==> config.mk <==
export PLATFORM = sky130hd
export DESIGN_NAME = brc_regulator_config
export DESIGN_NICKNAME = d
export VERILOG_FILES = /design/src/core/brc_pkg.sv /design/src/core/brc_regulator_config.sv
export SDC_FILE = /design/constraint.sdc
export NUM_CORES = 1
export LEC_CHECK = 0
export BUFFER_PORTS_ARGS = -buffer_cell sky130_fd_sc_hd__buf_2
export CORE_MARGIN = 8
export CORE_UTILIZATION = 50
export CTS_BUF_LIST = sky130_fd_sc_hd__clkbuf_8 sky130_fd_sc_hd__clkbuf_16
export CTS_CLUSTER_DIAMETER = 100
export DETAILED_ROUTE_END_ITERATION = 6
export PLACE_DENSITY = 0.78
export SYNTH_ARGS = -nofsm -noshare
export SYNTH_HDL_FRONTEND = slang
export SYNTH_SLANG_ARGS = --single-unit
==> constraint.sdc <==
create_clock -name i_clk -period 3.71 [get_ports i_clk]
set_input_delay 0.5565 -clock i_clk [delete_from_list [all_inputs] [get_ports i_clk]]
set_output_delay 0.5565 -clock i_clk [all_outputs]
set_load 0.01 [all_outputs]
==> src/core/brc_pkg.sv <==
// package for the step-down regulator configuration block: offsets, fields, reset values
package brc_pkg;
	// register offsets on the byte-wide configuration port
	localparam logic [7:0] CFG_FIRST_ADDR  = 8'h35; // first configuration register
	localparam logic [7:0] CFG_SECOND_ADDR = 8'h36; // regulator_config_second
	localparam logic [7:0] PEAK_ADDR       = 8'h37; // peak_current_setting
	localparam logic [7:0] VOUT_ADDR       = 8'h38; // output_voltage_setting
	localparam logic [7:0] PIN_MASK_ADDR   = 8'h39; // control_pin_enable_mask

	// values after reset
	localparam logic [7:0] CFG_FIRST_RST   = 8'h00;
	localparam logic [7:0] CFG_SECOND_RST  = 8'h00;
	localparam logic [7:0] PEAK_RST        = 8'h00;
	localparam logic [7:0] VOUT_RST        = 8'h00;
	localparam logic [7:0] PIN_MASK_RST    = 8'h00;

	// writable bits; the rest read back as zero
	localparam logic [7:0] CFG_FIRST_MASK  = 8'hFF;
	localparam logic [7:0] CFG_SECOND_MASK = 8'h78;
	localparam logic [7:0] PEAK_MASK       = 8'h8F;
	localparam logic [7:0] VOUT_MASK       = 8'h3F;
	localparam logic [7:0] PIN_MASK_MASK   = 8'hFF;

	// field positions, first configuration register
	localparam int FREEWHEEL_SENSE_BIT = 0;
	localparam int FET_HALVING_BIT     = 1;
	localparam int FAST_MODE_BIT       = 5;
	// field positions, second configuration register
	localparam int ADAPTIVE_DIS_BIT    = 3;
	localparam int FORCED_PWM_BIT      = 4;
	localparam int PIN_FAST_EN_BIT     = 5;
	localparam int DROPOUT_DIS_BIT     = 6;
	// field positions, peak current register
	localparam int TABLE_BYPASS_BIT    = 7;
	localparam int PEAK_CODE_MSB       = 3;
	// field position, output voltage register
	localparam int VOUT_CODE_MSB       = 5;
	// control pin that may drive fast mode
	localparam int FAST_PIN_INDEX      = 4;

	// decode scales
	localparam logic [8:0]  PEAK_STEP_MA    = 9'h019;  // 25 mA per code
	localparam logic [12:0] VOUT_BASE_MV    = 13'h0226; // 550 mV at code zero
	localparam logic [5:0]  STEP_10_MV      = 6'h0A;
	localparam logic [5:0]  STEP_25_MV      = 6'h19;
	localparam logic [5:0]  STEP_50_MV      = 6'h32;

	// sequencing slot value that hands enable to the enable field
	localparam logic [2:0] SEQ_BY_ENABLE_FIELD = 3'h7;

	// step size selector supplied from outside
	typedef enum logic [1:0] {
		STEP_10 = 2'b00,
		STEP_25 = 2'b01,
		STEP_50 = 2'b10,
		STEP_RSV = 2'b11
	} brc_step_t;

	// enable field choices
	typedef enum logic [1:0] {
		EN_OFF  = 2'b00,
		EN_ON   = 2'b01,
		EN_PINS = 2'b10,
		EN_RSV  = 2'b11
	} brc_enable_t;
endpackage

==> src/core/brc_regulator_config.sv <==
// configuration registers and enable logic of the third step-down regulator
// Function
// - bit one halves the power FET size
// - bit zero picks freewheel entry condition
// - bit six disables low dropout mode
// - bit five lets control pin four drive fast
// - bit three fixes peak current, else adaptive
// - bit seven picks table or code source
// - peak code applied only when table bypassed
// - peak code decodes in 25 mA steps
// - voltage is 0.55 V plus code times step
// - pin mask valid for slot 111, field 10
// - selected pin levels are ORed into enable
// - slot 111 hands enable after boot delay
`timescale 1ns/1ps
module brc_regulator_config (
	input  wire logic        i_clk,               // 10 MHz system clock
	input  wire logic        i_reset_n,           // asynchronous reset, active low
	input  wire logic        i_reg_wr,            // write strobe from the serial port engine
	input  wire logic        i_reg_rd,            // read strobe from the serial port engine
	input  wire logic [7:0]  i_reg_addr,          // register offset
	input  wire logic [7:0]  i_reg_wdata,         // write data
	output logic      [7:0]  o_reg_rdata,         // read data, held until next read
	input  wire logic [2:0]  i_sequencing_slot,   // sequencing field from the control register
	input  wire logic [1:0]  i_regulator_enable_select, // enable field
	input  wire logic        i_boot_delay_done,   // boot or power-on delay fully elapsed
	input  wire logic        i_sequencer_enable,  // enable from the sequencer for other slots
	input  wire logic [7:0]  i_multi_purpose_control_pin, // control pin levels
	input  wire logic [1:0]  i_voltage_step_size, // step selector from the range setting
	input  wire logic [8:0]  i_table_peak_ma,     // peak current from the internal table
	output logic             o_force_fet_halving,     // power FET halved
	output logic             o_freewheel_sense_select, // freewheel waits for switch node high
	output logic             o_dropout_mode_disable,  // low dropout mode forbidden
	output logic             o_fast_mode,             // fast, higher quiescent mode active
	output logic             o_forced_pulse_width_mode, // forced PWM
	output logic             o_adaptive_peak_mode,    // adaptive peak current in use
	output logic             o_peak_from_code,        // peak taken from the register code
	output logic      [8:0]  o_peak_current_ma,       // peak current setting in mA
	output logic      [12:0] o_output_voltage_mv,     // output voltage target in mV
	output logic             o_regulator_enable       // regulator enable
);

	logic [7:0]  cfg_first_q;   // first configuration register
	logic [7:0]  cfg_second_q;  // second configuration register
	logic [7:0]  peak_q;        // peak current register
	logic [7:0]  vout_q;        // output voltage register
	logic [7:0]  pin_mask_q;    // control pin enable mask
	logic [5:0]  step_mv;       // decoded step size
	logic [8:0]  peak_ma_d;     // next peak current
	logic [12:0] vout_mv_d;     // next output voltage
	logic        pin_or;        // OR of selected control pins
	logic        enable_d;      // next regulator enable
	logic        fast_d;        // next fast mode

	// register writes; undefined bits are never stored
	always_ff @(posedge i_clk or negedge i_reset_n) begin
		if (!i_reset_n) begin
			cfg_first_q  <= brc_pkg::CFG_FIRST_RST;
			cfg_second_q <= brc_pkg::CFG_SECOND_RST;
			peak_q       <= brc_pkg::PEAK_RST;
			vout_q       <= brc_pkg::VOUT_RST;
			pin_mask_q   <= brc_pkg::PIN_MASK_RST;
		end else if (i_reg_wr) begin
			case (i_reg_addr)
				brc_pkg::CFG_FIRST_ADDR: begin
					cfg_first_q <= i_reg_wdata & brc_pkg::CFG_FIRST_MASK;
				end
				brc_pkg::CFG_SECOND_ADDR: begin
					cfg_second_q <= i_reg_wdata & brc_pkg::CFG_SECOND_MASK;
				end
				brc_pkg::PEAK_ADDR: begin
					peak_q <= i_reg_wdata & brc_pkg::PEAK_MASK;
				end
				brc_pkg::VOUT_ADDR: begin
					vout_q <= i_reg_wdata & brc_pkg::VOUT_MASK;
				end
				brc_pkg::PIN_MASK_ADDR: begin
					pin_mask_q <= i_reg_wdata & brc_pkg::PIN_MASK_MASK;
				end
				default: begin
					// writes to other offsets are dropped
				end
			endcase
		end
	end

	// register reads; other offsets answer zero
	always_ff @(posedge i_clk or negedge i_reset_n) begin
		if (!i_reset_n) begin
			o_reg_rdata <= 8'h00;
		end else if (i_reg_rd) begin
			case (i_reg_addr)
				brc_pkg::CFG_FIRST_ADDR:  o_reg_rdata <= cfg_first_q;
				brc_pkg::CFG_SECOND_ADDR: o_reg_rdata <= cfg_second_q;
				brc_pkg::PEAK_ADDR:       o_reg_rdata <= peak_q;
				brc_pkg::VOUT_ADDR:       o_reg_rdata <= vout_q;
				brc_pkg::PIN_MASK_ADDR:   o_reg_rdata <= pin_mask_q;
				default:                  o_reg_rdata <= 8'h00;
			endcase
		end
	end

	// step size decode; the reserved code falls back to the largest step
	always_comb begin
		case (brc_pkg::brc_step_t'(i_voltage_step_size))
			brc_pkg::STEP_10: step_mv = brc_pkg::STEP_10_MV;
			brc_pkg::STEP_25: step_mv = brc_pkg::STEP_25_MV;
			brc_pkg::STEP_50: step_mv = brc_pkg::STEP_50_MV;
			default:          step_mv = brc_pkg::STEP_50_MV;
		endcase
	end

	// linear voltage decode
	assign vout_mv_d = brc_pkg::VOUT_BASE_MV
		+ 13'(vout_q[brc_pkg::VOUT_CODE_MSB:0]) * 13'(step_mv);

	// peak current source: register code only when the table is bypassed
	always_comb begin
		if (peak_q[brc_pkg::TABLE_BYPASS_BIT]) begin
			peak_ma_d = 9'(peak_q[brc_pkg::PEAK_CODE_MSB:0]) * brc_pkg::PEAK_STEP_MA;
		end else begin
			peak_ma_d = i_table_peak_ma;
		end
	end

	// fast mode from its own bit, or from control pin four when allowed
	assign fast_d = cfg_first_q[brc_pkg::FAST_MODE_BIT]
		| (cfg_second_q[brc_pkg::PIN_FAST_EN_BIT]
		& i_multi_purpose_control_pin[brc_pkg::FAST_PIN_INDEX]);

	// OR of all selected control pins
	assign pin_or = |(pin_mask_q & i_multi_purpose_control_pin);

	// enable selection: the field rules only after the full boot delay
	always_comb begin
		if ((i_sequencing_slot == brc_pkg::SEQ_BY_ENABLE_FIELD) && i_boot_delay_done) begin
			case (brc_pkg::brc_enable_t'(i_regulator_enable_select))
				brc_pkg::EN_ON:   enable_d = 1'b1;
				brc_pkg::EN_PINS: enable_d = pin_or;
				default:          enable_d = 1'b0;
			endcase
		end else if (i_sequencing_slot == brc_pkg::SEQ_BY_ENABLE_FIELD) begin
			enable_d = 1'b0; // held off until the boot delay ends
		end else begin
			enable_d = i_sequencer_enable; // other slots belong to the sequencer
		end
	end

	// power stage controls, registered
	always_ff @(posedge i_clk or negedge i_reset_n) begin
		if (!i_reset_n) begin
			o_force_fet_halving       <= 1'b0;
			o_freewheel_sense_select  <= 1'b0;
			o_dropout_mode_disable    <= 1'b0;
			o_forced_pulse_width_mode <= 1'b0;
			o_adaptive_peak_mode      <= 1'b1;
			o_peak_from_code          <= 1'b0;
			o_fast_mode               <= 1'b0;
		end else begin
			o_force_fet_halving       <= cfg_first_q[brc_pkg::FET_HALVING_BIT];
			o_freewheel_sense_select  <= cfg_first_q[brc_pkg::FREEWHEEL_SENSE_BIT];
			o_dropout_mode_disable    <= cfg_second_q[brc_pkg::DROPOUT_DIS_BIT];
			o_forced_pulse_width_mode <= cfg_second_q[brc_pkg::FORCED_PWM_BIT];
			o_adaptive_peak_mode      <= ~cfg_second_q[brc_pkg::ADAPTIVE_DIS_BIT];
			o_peak_from_code          <= peak_q[brc_pkg::TABLE_BYPASS_BIT];
			o_fast_mode               <= fast_d;
		end
	end

	// settings and enable, registered
	always_ff @(posedge i_clk or negedge i_reset_n) begin
		if (!i_reset_n) begin
			o_peak_current_ma   <= 9'h000;
			o_output_voltage_mv <= brc_pkg::VOUT_BASE_MV;
			o_regulator_enable  <= 1'b0;
		end else begin
			o_peak_current_ma   <= peak_ma_d;
			o_output_voltage_mv <= vout_mv_d;
			o_regulator_enable  <= enable_d;
		end
	end
endmodule

==> impl_metrics.ini, run 1 <==
[outcome]
outcome = completed

[worst_setup_path]
cp.arrival_ns = 3.80
crit_family = adder cells
regToRegStartpoint = vout_q[2]$_DFFE_PN0P_
critPathKind = reg2reg
critPathLaunchType = register
worstPathRequired_ns = 3.94
path_cells = nor2b_1 -> fa_1 -> inv_1 -> fa_1 -> fa_1 -> inv_1 -> ha_4 -> ha_4 -> nand3_1 -> o211ai_1 -> o221ai_1 -> xnor2_1
r2r_slack_ns = 0.14
max_stage_delay_ns = 0.54
path_depth = 12
cp_max_fo = 7
cp_num_buf_inv = 2
worstSetupEndpointType = register
r2r-end = o_output_voltage_mv[12]$_DFF_PN0_
r2r_cells = 12
critical_path.most_common_cell = fa_1
cp_slowest_cell = fa_1

[drt]
drc = 0
drt_iter0_drc = 145
routedWlPerCell_um = 15.8
vias = 3059
postRouteAntennaNets = 0
wl_um = 9090
vias_per_cell = 5.31
drt_pass1_iterations = 5

[synthesis]
synth.net_count = 467
synthFlopType = dfrtp_1
ys_ff_latch = 69
syn_area_per_cell_um2 = 11.7
synth.yosys.seq_area_share_pct = 41.2
synth_cells = 360
synth_area_um2 = 4210
synth_enable_flop_cells = 0
synth_cell_types = 46
yosysWarnings = 0
ys_async_sr_fraction_pct = 100

[global_route]
track_usage_pct = 15.9
grt_pass1_wl_um = 14900
antenna_found_initial = 0
grt_max_degree = 43
grt_pass1_vias = 3224
grt_overflow = 0

[cts]
hold_buffers = 0
cts_max_level = 3
insertion_delay_ns = 0.35
cts_sinks = 69
cts_tree = done
cts_buffers = 9
cts_root_buffer = clkbuf_8
clk_pin_slew_worst_paths_ns = 0.07
clockBufferDepth = 2

[power_and_ir_drop]
max-vdd-ir-drop_uv = 193
leakage_nw = 2.75
power.total_mw = 1.70
cellPowerDensity_nw_per_um2 = 332

[die]
die_h_um = 108
start_util_pct = 51.5
row_count = 33
die_area_um2 = 11600
fp.coreArea_um2 = 8180
io_pins = 84
die_w_um = 108

[layout]
antenna_cells = 0
nFillCells = 690
drive_gt1_share_pct = 38.0
multi_input_area_um2 = 2340
area_growth_pct = 21.5
final_util_pct = 62.5
register_area_um2 = 1730
final_nets = 573

[sta]
finalSetupViolCount = 0
skew_ns = 0.0126
drv_slew = 0
relSlewSlack_pct = 36.8
fin_ws_ns = 0.140
finalHoldViolCount = 0
worstMarginPinSlew_ns = 0.948
clock.fmax_ghz = 0.280
timing.final.crit_period_ns = 3.57
fin_tns_setup_ns = 0
period_share_pct = 96.2
rsz0062_at_grt = false

[placed_design]
place_hpwl_um = 7200
port_buffers = 83
gp_congestion = 0.840
pre_cts_ws_ns = -0.214

[worst_hold_path]
hold_path_class = in2async

[run]
maxCapViolCount = 0
-- power by group --
group | leakage [nW] | internal (mW) | total, mW | switching, mW
registers | 0.911 | 0.795 | 0.818 | 0.0227
logic | 1.74 | 0.136 | 0.282 | 0.146
clock network | 0.100 | 0.308 | 0.596 | 0.288
-- final cells by class --
cell class | count | share of cell area (%)
multi-input combinational | 244 | 45.8
sequential | 69 | 33.9
timing repair buffer | 103 | 11.1
inverter | 39 | 2.86
tap | 105 | 2.57
clock buffer | 9 | 2.42
clock inverter | 7 | 1.35
-- stage by stage --
step,instance area [µm²],std cells,hold WS (ns)
detailed placement,4920,560,0.395
global placement,4920,560,0.386
CTS,5110,576,0.400
finish,5110,576,0.353
global route,5110,576,0.407
floorplan,4290,360,0.261
-- state kept, by name, indices dropped and copies added, names as in the netlist, 4 cells and up --
signal	count
o_peak_current_ma	9
cfg_first_q	8
cfg_second_q	4
vout_q	6
pin_mask_q	8
o_reg_rdata	8
peak_q	5
o_output_voltage_mv	13
-- cells in the mapped netlist (5+ instances only) --
| cell type | number | share of area (%) |
|---|---|---|
| a21oi_1 | 9 | 1.1 |
| and2_1 | 11 | 1.6 |
| dfrtp_1 | 64 | 38 |
| dfstp_2 | 5 | 3.1 |
| fa_1 | 12 | 5.7 |
| ha_1 | 49 | 15 |
| inv_1 | 39 | 3.5 |
| mux2_2 | 38 | 10 |
| nand2_1 | 17 | 1.5 |
| nand3_1 | 9 | 1.1 |
| nor2_1 | 9 | 0.80 |
| nor2b_1 | 11 | 1.6 |
| o21ai_0 | 8 | 0.95 |
| o22ai_1 | 7 | 1.0 |
| xnor2_1 | 10 | 2.1 |
-- repair_timing --
action / in CTS / in global routing
gates resized for setup: 0 / 1
endpoints found under the setup margin: 0 / 1
buffers inserted: 0 / 0
-- worst max path at each step --
stage,startpoint,endpoint,slack (ns)
6_report,vout_q[2]$_DFFE_PN0P_,o_output_voltage_mv[12]$_DFF_PN0_,0.14
5_1_grt,vout_q[2]$_DFFE_PN0P_,o_output_voltage_mv[12]$_DFF_PN0_,0.005
3_5_place_dp,i_voltage_step_size[1],o_output_voltage_mv[12]$_DFF_PN0_,-0.21
3_3_place_gp,i_voltage_step_size[1],o_output_voltage_mv[12]$_DFF_PN0_,-0.15
4_1_cts,vout_q[2]$_DFFE_PN0P_,o_output_voltage_mv[12]$_DFF_PN0_,0.11
2_1_floorplan,i_voltage_step_size[1],o_output_voltage_mv[12]$_DFF_PN0_,0.001
-- cells in the final DEF (no fill, tap or decap), types with 10 or more instances in the layout --
master   instances
mux2_2          38
dfrtp_1         63
nor2b_1         11
ha_1            45
nand2_1         17
fa_1            12
xnor2_1         10
buf_4           20
and2_1          10
inv_1           40
buf_2           83
-- worst register-to-register path, delay by kind of cell (launching register included) --
family	cells	cell delay [ns]
adder cells (fa/ha/maj)	5	2.01
AO/OA/AOI/OAI	2	0.49
XOR/XNOR	1	0.16
buffers and inverters	2	0.11
flip-flops	1	0.45
AND/OR/NAND/NOR	2	0.23
-- metal layers --
| metal | share of wire (%) | vias up | GRT usage, % |
|---|---|---|---|
| met5 | 0 | - | 0 |
| met4 | 1.4 | 0 | 4.56 |
| met3 | 4.9 | 15 | 4.25 |
| met2 | 51 | 77 | 27.0 |
| met1 | 43 | 1489 | 19.4 |
| li1 | - | 1478 | - |
-- cell families (layout without fill, tap and decap cells) --
kind of cell               count (synthesis)  after routing  share of synthesized area, %
AOI/OAI and AO/OA                         48             48                          7.67
xor gates and xnor gates                  12             12                          2.50
adders and majority gates                 61             61                          20.3
buffers and inverters                     47            158                          4.79
DFF                                       69             69                          41.2
muxes                                     44             44                          12.0
and+or+nand+nor                           79             79                          11.7
Power figures use the tool's default switching activity.
==> run 2: changes to the inputs <==
- CORE_UTILIZATION: 50 -> 55
- PLACE_DENSITY: 0.78 -> 0.82
- clock period: 3.71 -> 4.2 ns (I/O delays scaled with it)
==> impl_metrics.ini, run 2 (synthesized netlist as in run 1, its figures left out) <==
[layout]
nFillCells = 599
largest_register_ffs = 13
layout_commonest_cell = buf_2
antenna_cells = 0
drive_gt1_share_pct = 34.4
design_area_um2 = 4930
multi_input_area_um2 = 2270
largest_register = o_output_voltage_mv
mostFrequentLayoutCells = 83 x buf_2, 64 x dfrtp_1, 49 x ha_1, 39 x inv_1, 38 x mux2_2
final_nets = 558
largestRegisters = o_output_voltage_mv (13), o_peak_current_ma (9)
register_area_um2 = 1730
final_util_pct = 65.2
area_growth_pct = 17.2

[global_route]
grt_max_degree = 37
grt_pass1_wl_um = 14600
track_usage_pct = 17.5
antenna_found_initial = 0
grt_overflow = 0
grt_pass1_vias = 3124

[power_and_ir_drop]
max-vdd-ir-drop_uv = 196
leakage_nw = 2.67
cellPowerDensity_nw_per_um2 = 300
power.total_mw = 1.48

[worst_hold_path]
hold_path_class = in2async

[drt]
wl_um = 8780
vias_per_cell = 5.36
drt_pass1_iterations = 4
routedWlPerCell_um = 15.7
drt_iter0_drc = 124
vias = 2989
postRouteAntennaNets = 0
drc = 0

[sta]
timing.final.crit_period_ns = 3.94
drv_slew = 0
finalHoldViolCount = 0
fin_tns_setup_ns = 0
relSlewSlack_pct = 50.6
clock.fmax_ghz = 0.254
period_share_pct = 93.8
skew_ns = 0.0122
worstMarginPinSlew_ns = 0.742
finalSetupViolCount = 0
rsz0062_at_grt = false

[die]
row_count = 32
die_h_um = 103
die_area_um2 = 10700
die_w_um = 103
io_pins = 84
start_util_pct = 55.6
fp.coreArea_um2 = 7570

[worst_setup_path]
r2r_cells = 12
critPathKind = in2reg
critPathLaunchType = input port
worstSetupEndpointType = register
cp.arrival_ns = 4.17
worstPathRequired_ns = 4.43
cp_max_fo = 10

[cts]
cts_tree = done
cts_root_buffer = clkbuf_8
cts_sinks = 69
insertion_delay_ns = 0.35
cts_setup_buffers = 0
cts_max_level = 3
clk_pin_slew_worst_paths_ns = 0.08
clockBufferDepth = 2
cts_buffers = 9
cts_resized = 0
hold_buffers = 0

[outcome]
outcome = completed

[placed_design]
port_buffers = 83
place_hpwl_um = 6910
gp_congestion = 0.823
placed_area_um2 = 4730

[run]
maxCapViolCount = 0
[run 2: area by class of cell]
cell class	count	share of cell area (%)
Clock buffer	9	2.51
Inverter	39	2.97
Multi-Input combinational cell	244	46.1
Sequential cell	69	35.1
Clock inverter	7	1.50
Timing Repair Buffer	88	9.18
Tap cell	102	2.59
[run 2: path summary, 6_finish.rpt]
check | startpoint | end | slack (ns)
min | i_reset_n | o_reg_rdata[6]$_DFFE_PN0P_ | 0.34
max reg2reg | vout_q[2]$_DFFE_PN0P_ | o_output_voltage_mv[12]$_DFF_PN0_ | 0.34
min in group i_clk | cfg_second_q[3]$_DFFE_PN0P_ | o_adaptive_peak_mode$_DFF_PN1_ | 0.39
max | i_voltage_step_size[1] | o_output_voltage_mv[12]$_DFF_PN0_ | 0.26
max in group asynchronous | i_reset_n | vout_q[1]$_DFFE_PN0P_ | 2.92
min reg2reg | cfg_second_q[3]$_DFFE_PN0P_ | o_adaptive_peak_mode$_DFF_PN1_ | 0.39
[run 2: routing by layer]
layer	part of all wire, %	vias up	wire length, µm	global-route usage (%)
met2	50	76	4410	28.8
met1	43	1466	3790	22.4
li1	-	1439	-	-
met4	1.1	0	93	7.01
met3	5.5	8	484	3.01
met5	0	-	0	0
[run 2: power breakdown]
part | switching, mW | internal [mW] | leakage, nW
clock network | 0.261 | 0.276 | 0.0996
logic | 0.119 | 0.0977 | 1.65
registers | 0.0222 | 0.702 | 0.913
total | 0.402 | 1.08 | 2.67
[run 2: worst max-delay path, cell delays in order]
cell and delay [ns]:
buf_2 0.15, nor2_1 0.19, nor2b_1 0.09, fa_1 0.51
inv_1 0.06, fa_1 0.50, fa_1 0.54, inv_1 0.04
ha_1 0.28, ha_1 0.41, nand3_1 0.12, o211ai_1 0.30
o221ai_1 0.19, xnor2_1 0.15
[run 2: per-stage QoR]
step	hold WS [ns]	cells	setup slack, ns
after floorplan	0.334	360	0.203
after global placement	0.381	542	0.0351
after detailed placement	0.386	542	-0.0863
after CTS	0.363	558	0.277
after global routing	0.400	558	0.0855
final	0.345	558	0.262
==> run 3: changes to the inputs <==
- CTS_BUF_LIST: sky130_fd_sc_hd__clkbuf_8 sky130_fd_sc_hd__clkbuf_16 -> sky130_fd_sc_hd__clkbuf_16
==> impl_metrics.ini, run 3 (synthesized netlist as in run 1, its figures left out) <==
[drt]
wl_um = 9120
drt_iter0_drc = 126
drt_pass1_iterations = 4
postRouteAntennaNets = 0
routedWlPerCell_um = 16.3
vias = 3021
vias_per_cell = 5.41
drc = 0

[placed_design]
port_buffers = 83
place_hpwl_um = 6910
gp_congestion = 0.823
placed_area_um2 = 4730
pre_cts_ws_ns = -0.0863

[global_route]
grt_overflow = 0
antenna_found_initial = 0
grt_max_degree = 37
grt_pass1_wl_um = 14900
grt_pass1_vias = 3165
track_usage_pct = 18.1

[layout]
largest_register_ffs = 13
drive_gt1_share_pct = 34.4
area_growth_pct = 19.6
antenna_cells = 0
layout_commonest_cell = buf_2
largestRegisters = o_output_voltage_mv (13), o_peak_current_ma (9)
final_nets = 558
nFillCells = 582
mostFrequentLayoutCells = 83 x buf_2, 64 x dfrtp_1, 49 x ha_1, 39 x inv_1, 38 x mux2_2
design_area_um2 = 5030
largest_register = o_output_voltage_mv

[worst_setup_path]
r2r_cells = 12
critical_path.most_common_cell = fa_1
regToRegStartpoint = vout_q[2]$_DFFE_PN0P_
cp_num_buf_inv = 3
worstSetupEndpointType = register
cp_slowest_cell = fa_1
path_cells = buf_2 -> nor2_1 -> nor2b_1 -> fa_1 -> inv_1 -> fa_1 -> fa_1 -> inv_1 -> ha_1 -> ha_1 -> nand3_1 -> o211ai_1 -> o221ai_1 -> xnor2_1
cp.arrival_ns = 4.18
r2r-end = o_output_voltage_mv[12]$_DFF_PN0_
crit_family = adder cells
crit_start = i_voltage_step_size[1]
cp_max_fo = 10
worstPathRequired_ns = 4.41
r2r_slack_ns = 0.34
critPathKind = in2reg
max_stage_delay_ns = 0.54
critPathLaunchType = input port

[worst_hold_path]
hold_path_class = in2async

[sta]
clock.fmax_ghz = 0.252
fin_tns_setup_ns = 0
fin_ws_ns = 0.232
drv_slew = 0
rsz0062_at_grt = false
worstMarginPinSlew_ns = 0.740
timing.final.crit_period_ns = 3.97
fin_hold_ws_ns = 0.365
finalHoldViolCount = 0
finalSetupViolCount = 0
skew_ns = 0.00910
relSlewSlack_pct = 50.7
period_share_pct = 94.5

[cts]
cts_resized = 0
cts_sinks = 69
clk_pin_slew_worst_paths_ns = 0.05
hold_buffers = 0
cts_setup_buffers = 0
clockBufferDepth = 2
cts_root_buffer = clkbuf_16
cts_max_level = 3
insertion_delay_ns = 0.33
cts_tree = done
cts_buffers = 9

[power_and_ir_drop]
leakage_nw = 2.71
power.total_mw = 1.69
cellPowerDensity_nw_per_um2 = 336
max-vdd-ir-drop_uv = 222

[die]
row_count = 32
start_util_pct = 55.6
die_area_um2 = 10700
fp.coreArea_um2 = 7570
die_w_um = 103
die_h_um = 103
io_pins = 84

[outcome]
outcome = completed

[run]
maxCapViolCount = 0
run 3: cell counts in the layout (fill, tap and decap cells not counted):
Identical to the previous run, type by type.
run 3: layer usage:
layer	vias up	part of all wire, %	GRT usage [%]
met5	-	0	0
met4	0	2.0	8.23
met3	15	4.2	3.28
met2	77	50	29.9
met1	1484	44	22.6
li1	1445	-	-
run 3: cell type report:
class / instances / area (µm²) / area share, %
multi-input combinational: 244 / 2270 / 45.2
tap: 102 / 128 / 2.54
inverter: 39 / 146 / 2.91
clock buffer: 9 / 225 / 4.47
clock inverter: 7 / 73.8 / 1.47
timing repair buffer: 88 / 453 / 9.00
sequential: 69 / 1730 / 34.4
run 3: through the flow:
| step | instances | util [%] |
|---|---|---|
| 2_1_floorplan | 360 | - |
| 3_3_place_gp | 542 | 62.6 |
| 3_5_place_dp | 542 | 62.6 |
| 4_1_cts | 558 | 66.5 |
| 5_1_grt | 558 | 66.5 |
| 6_report | 558 | 66.5 |
run 3: worst max-delay path by stage:
| stage | slack (ns) | end | depth (start not counted) |
|---|---|---|---|
| 5_1_grt | 0.06 | o_output_voltage_mv[12]$_DFF_PN0_ | 14 |
| 2_1_floorplan | 0.20 | o_output_voltage_mv[10]$_DFF_PN0_ | 13 |
| 4_1_cts | 0.24 | o_output_voltage_mv[12]$_DFF_PN0_ | 14 |
| 3_5_place_dp | -0.09 | o_output_voltage_mv[12]$_DFF_PN0_ | 14 |
| 6_report | 0.23 | o_output_voltage_mv[12]$_DFF_PN0_ | 14 |
| 3_3_place_gp | 0.04 | o_output_voltage_mv[12]$_DFF_PN0_ | 14 |
run 3: where the power goes:
| group | switching, mW | leakage (nW) | internal (mW) |
|---|---|---|---|
| combinational | 0.120 | 1.65 | 0.0979 |
| sequential | 0.0229 | 0.913 | 0.704 |
| clock | 0.283 | 0.146 | 0.461 |
| total | 0.427 | 2.71 | 1.26 |
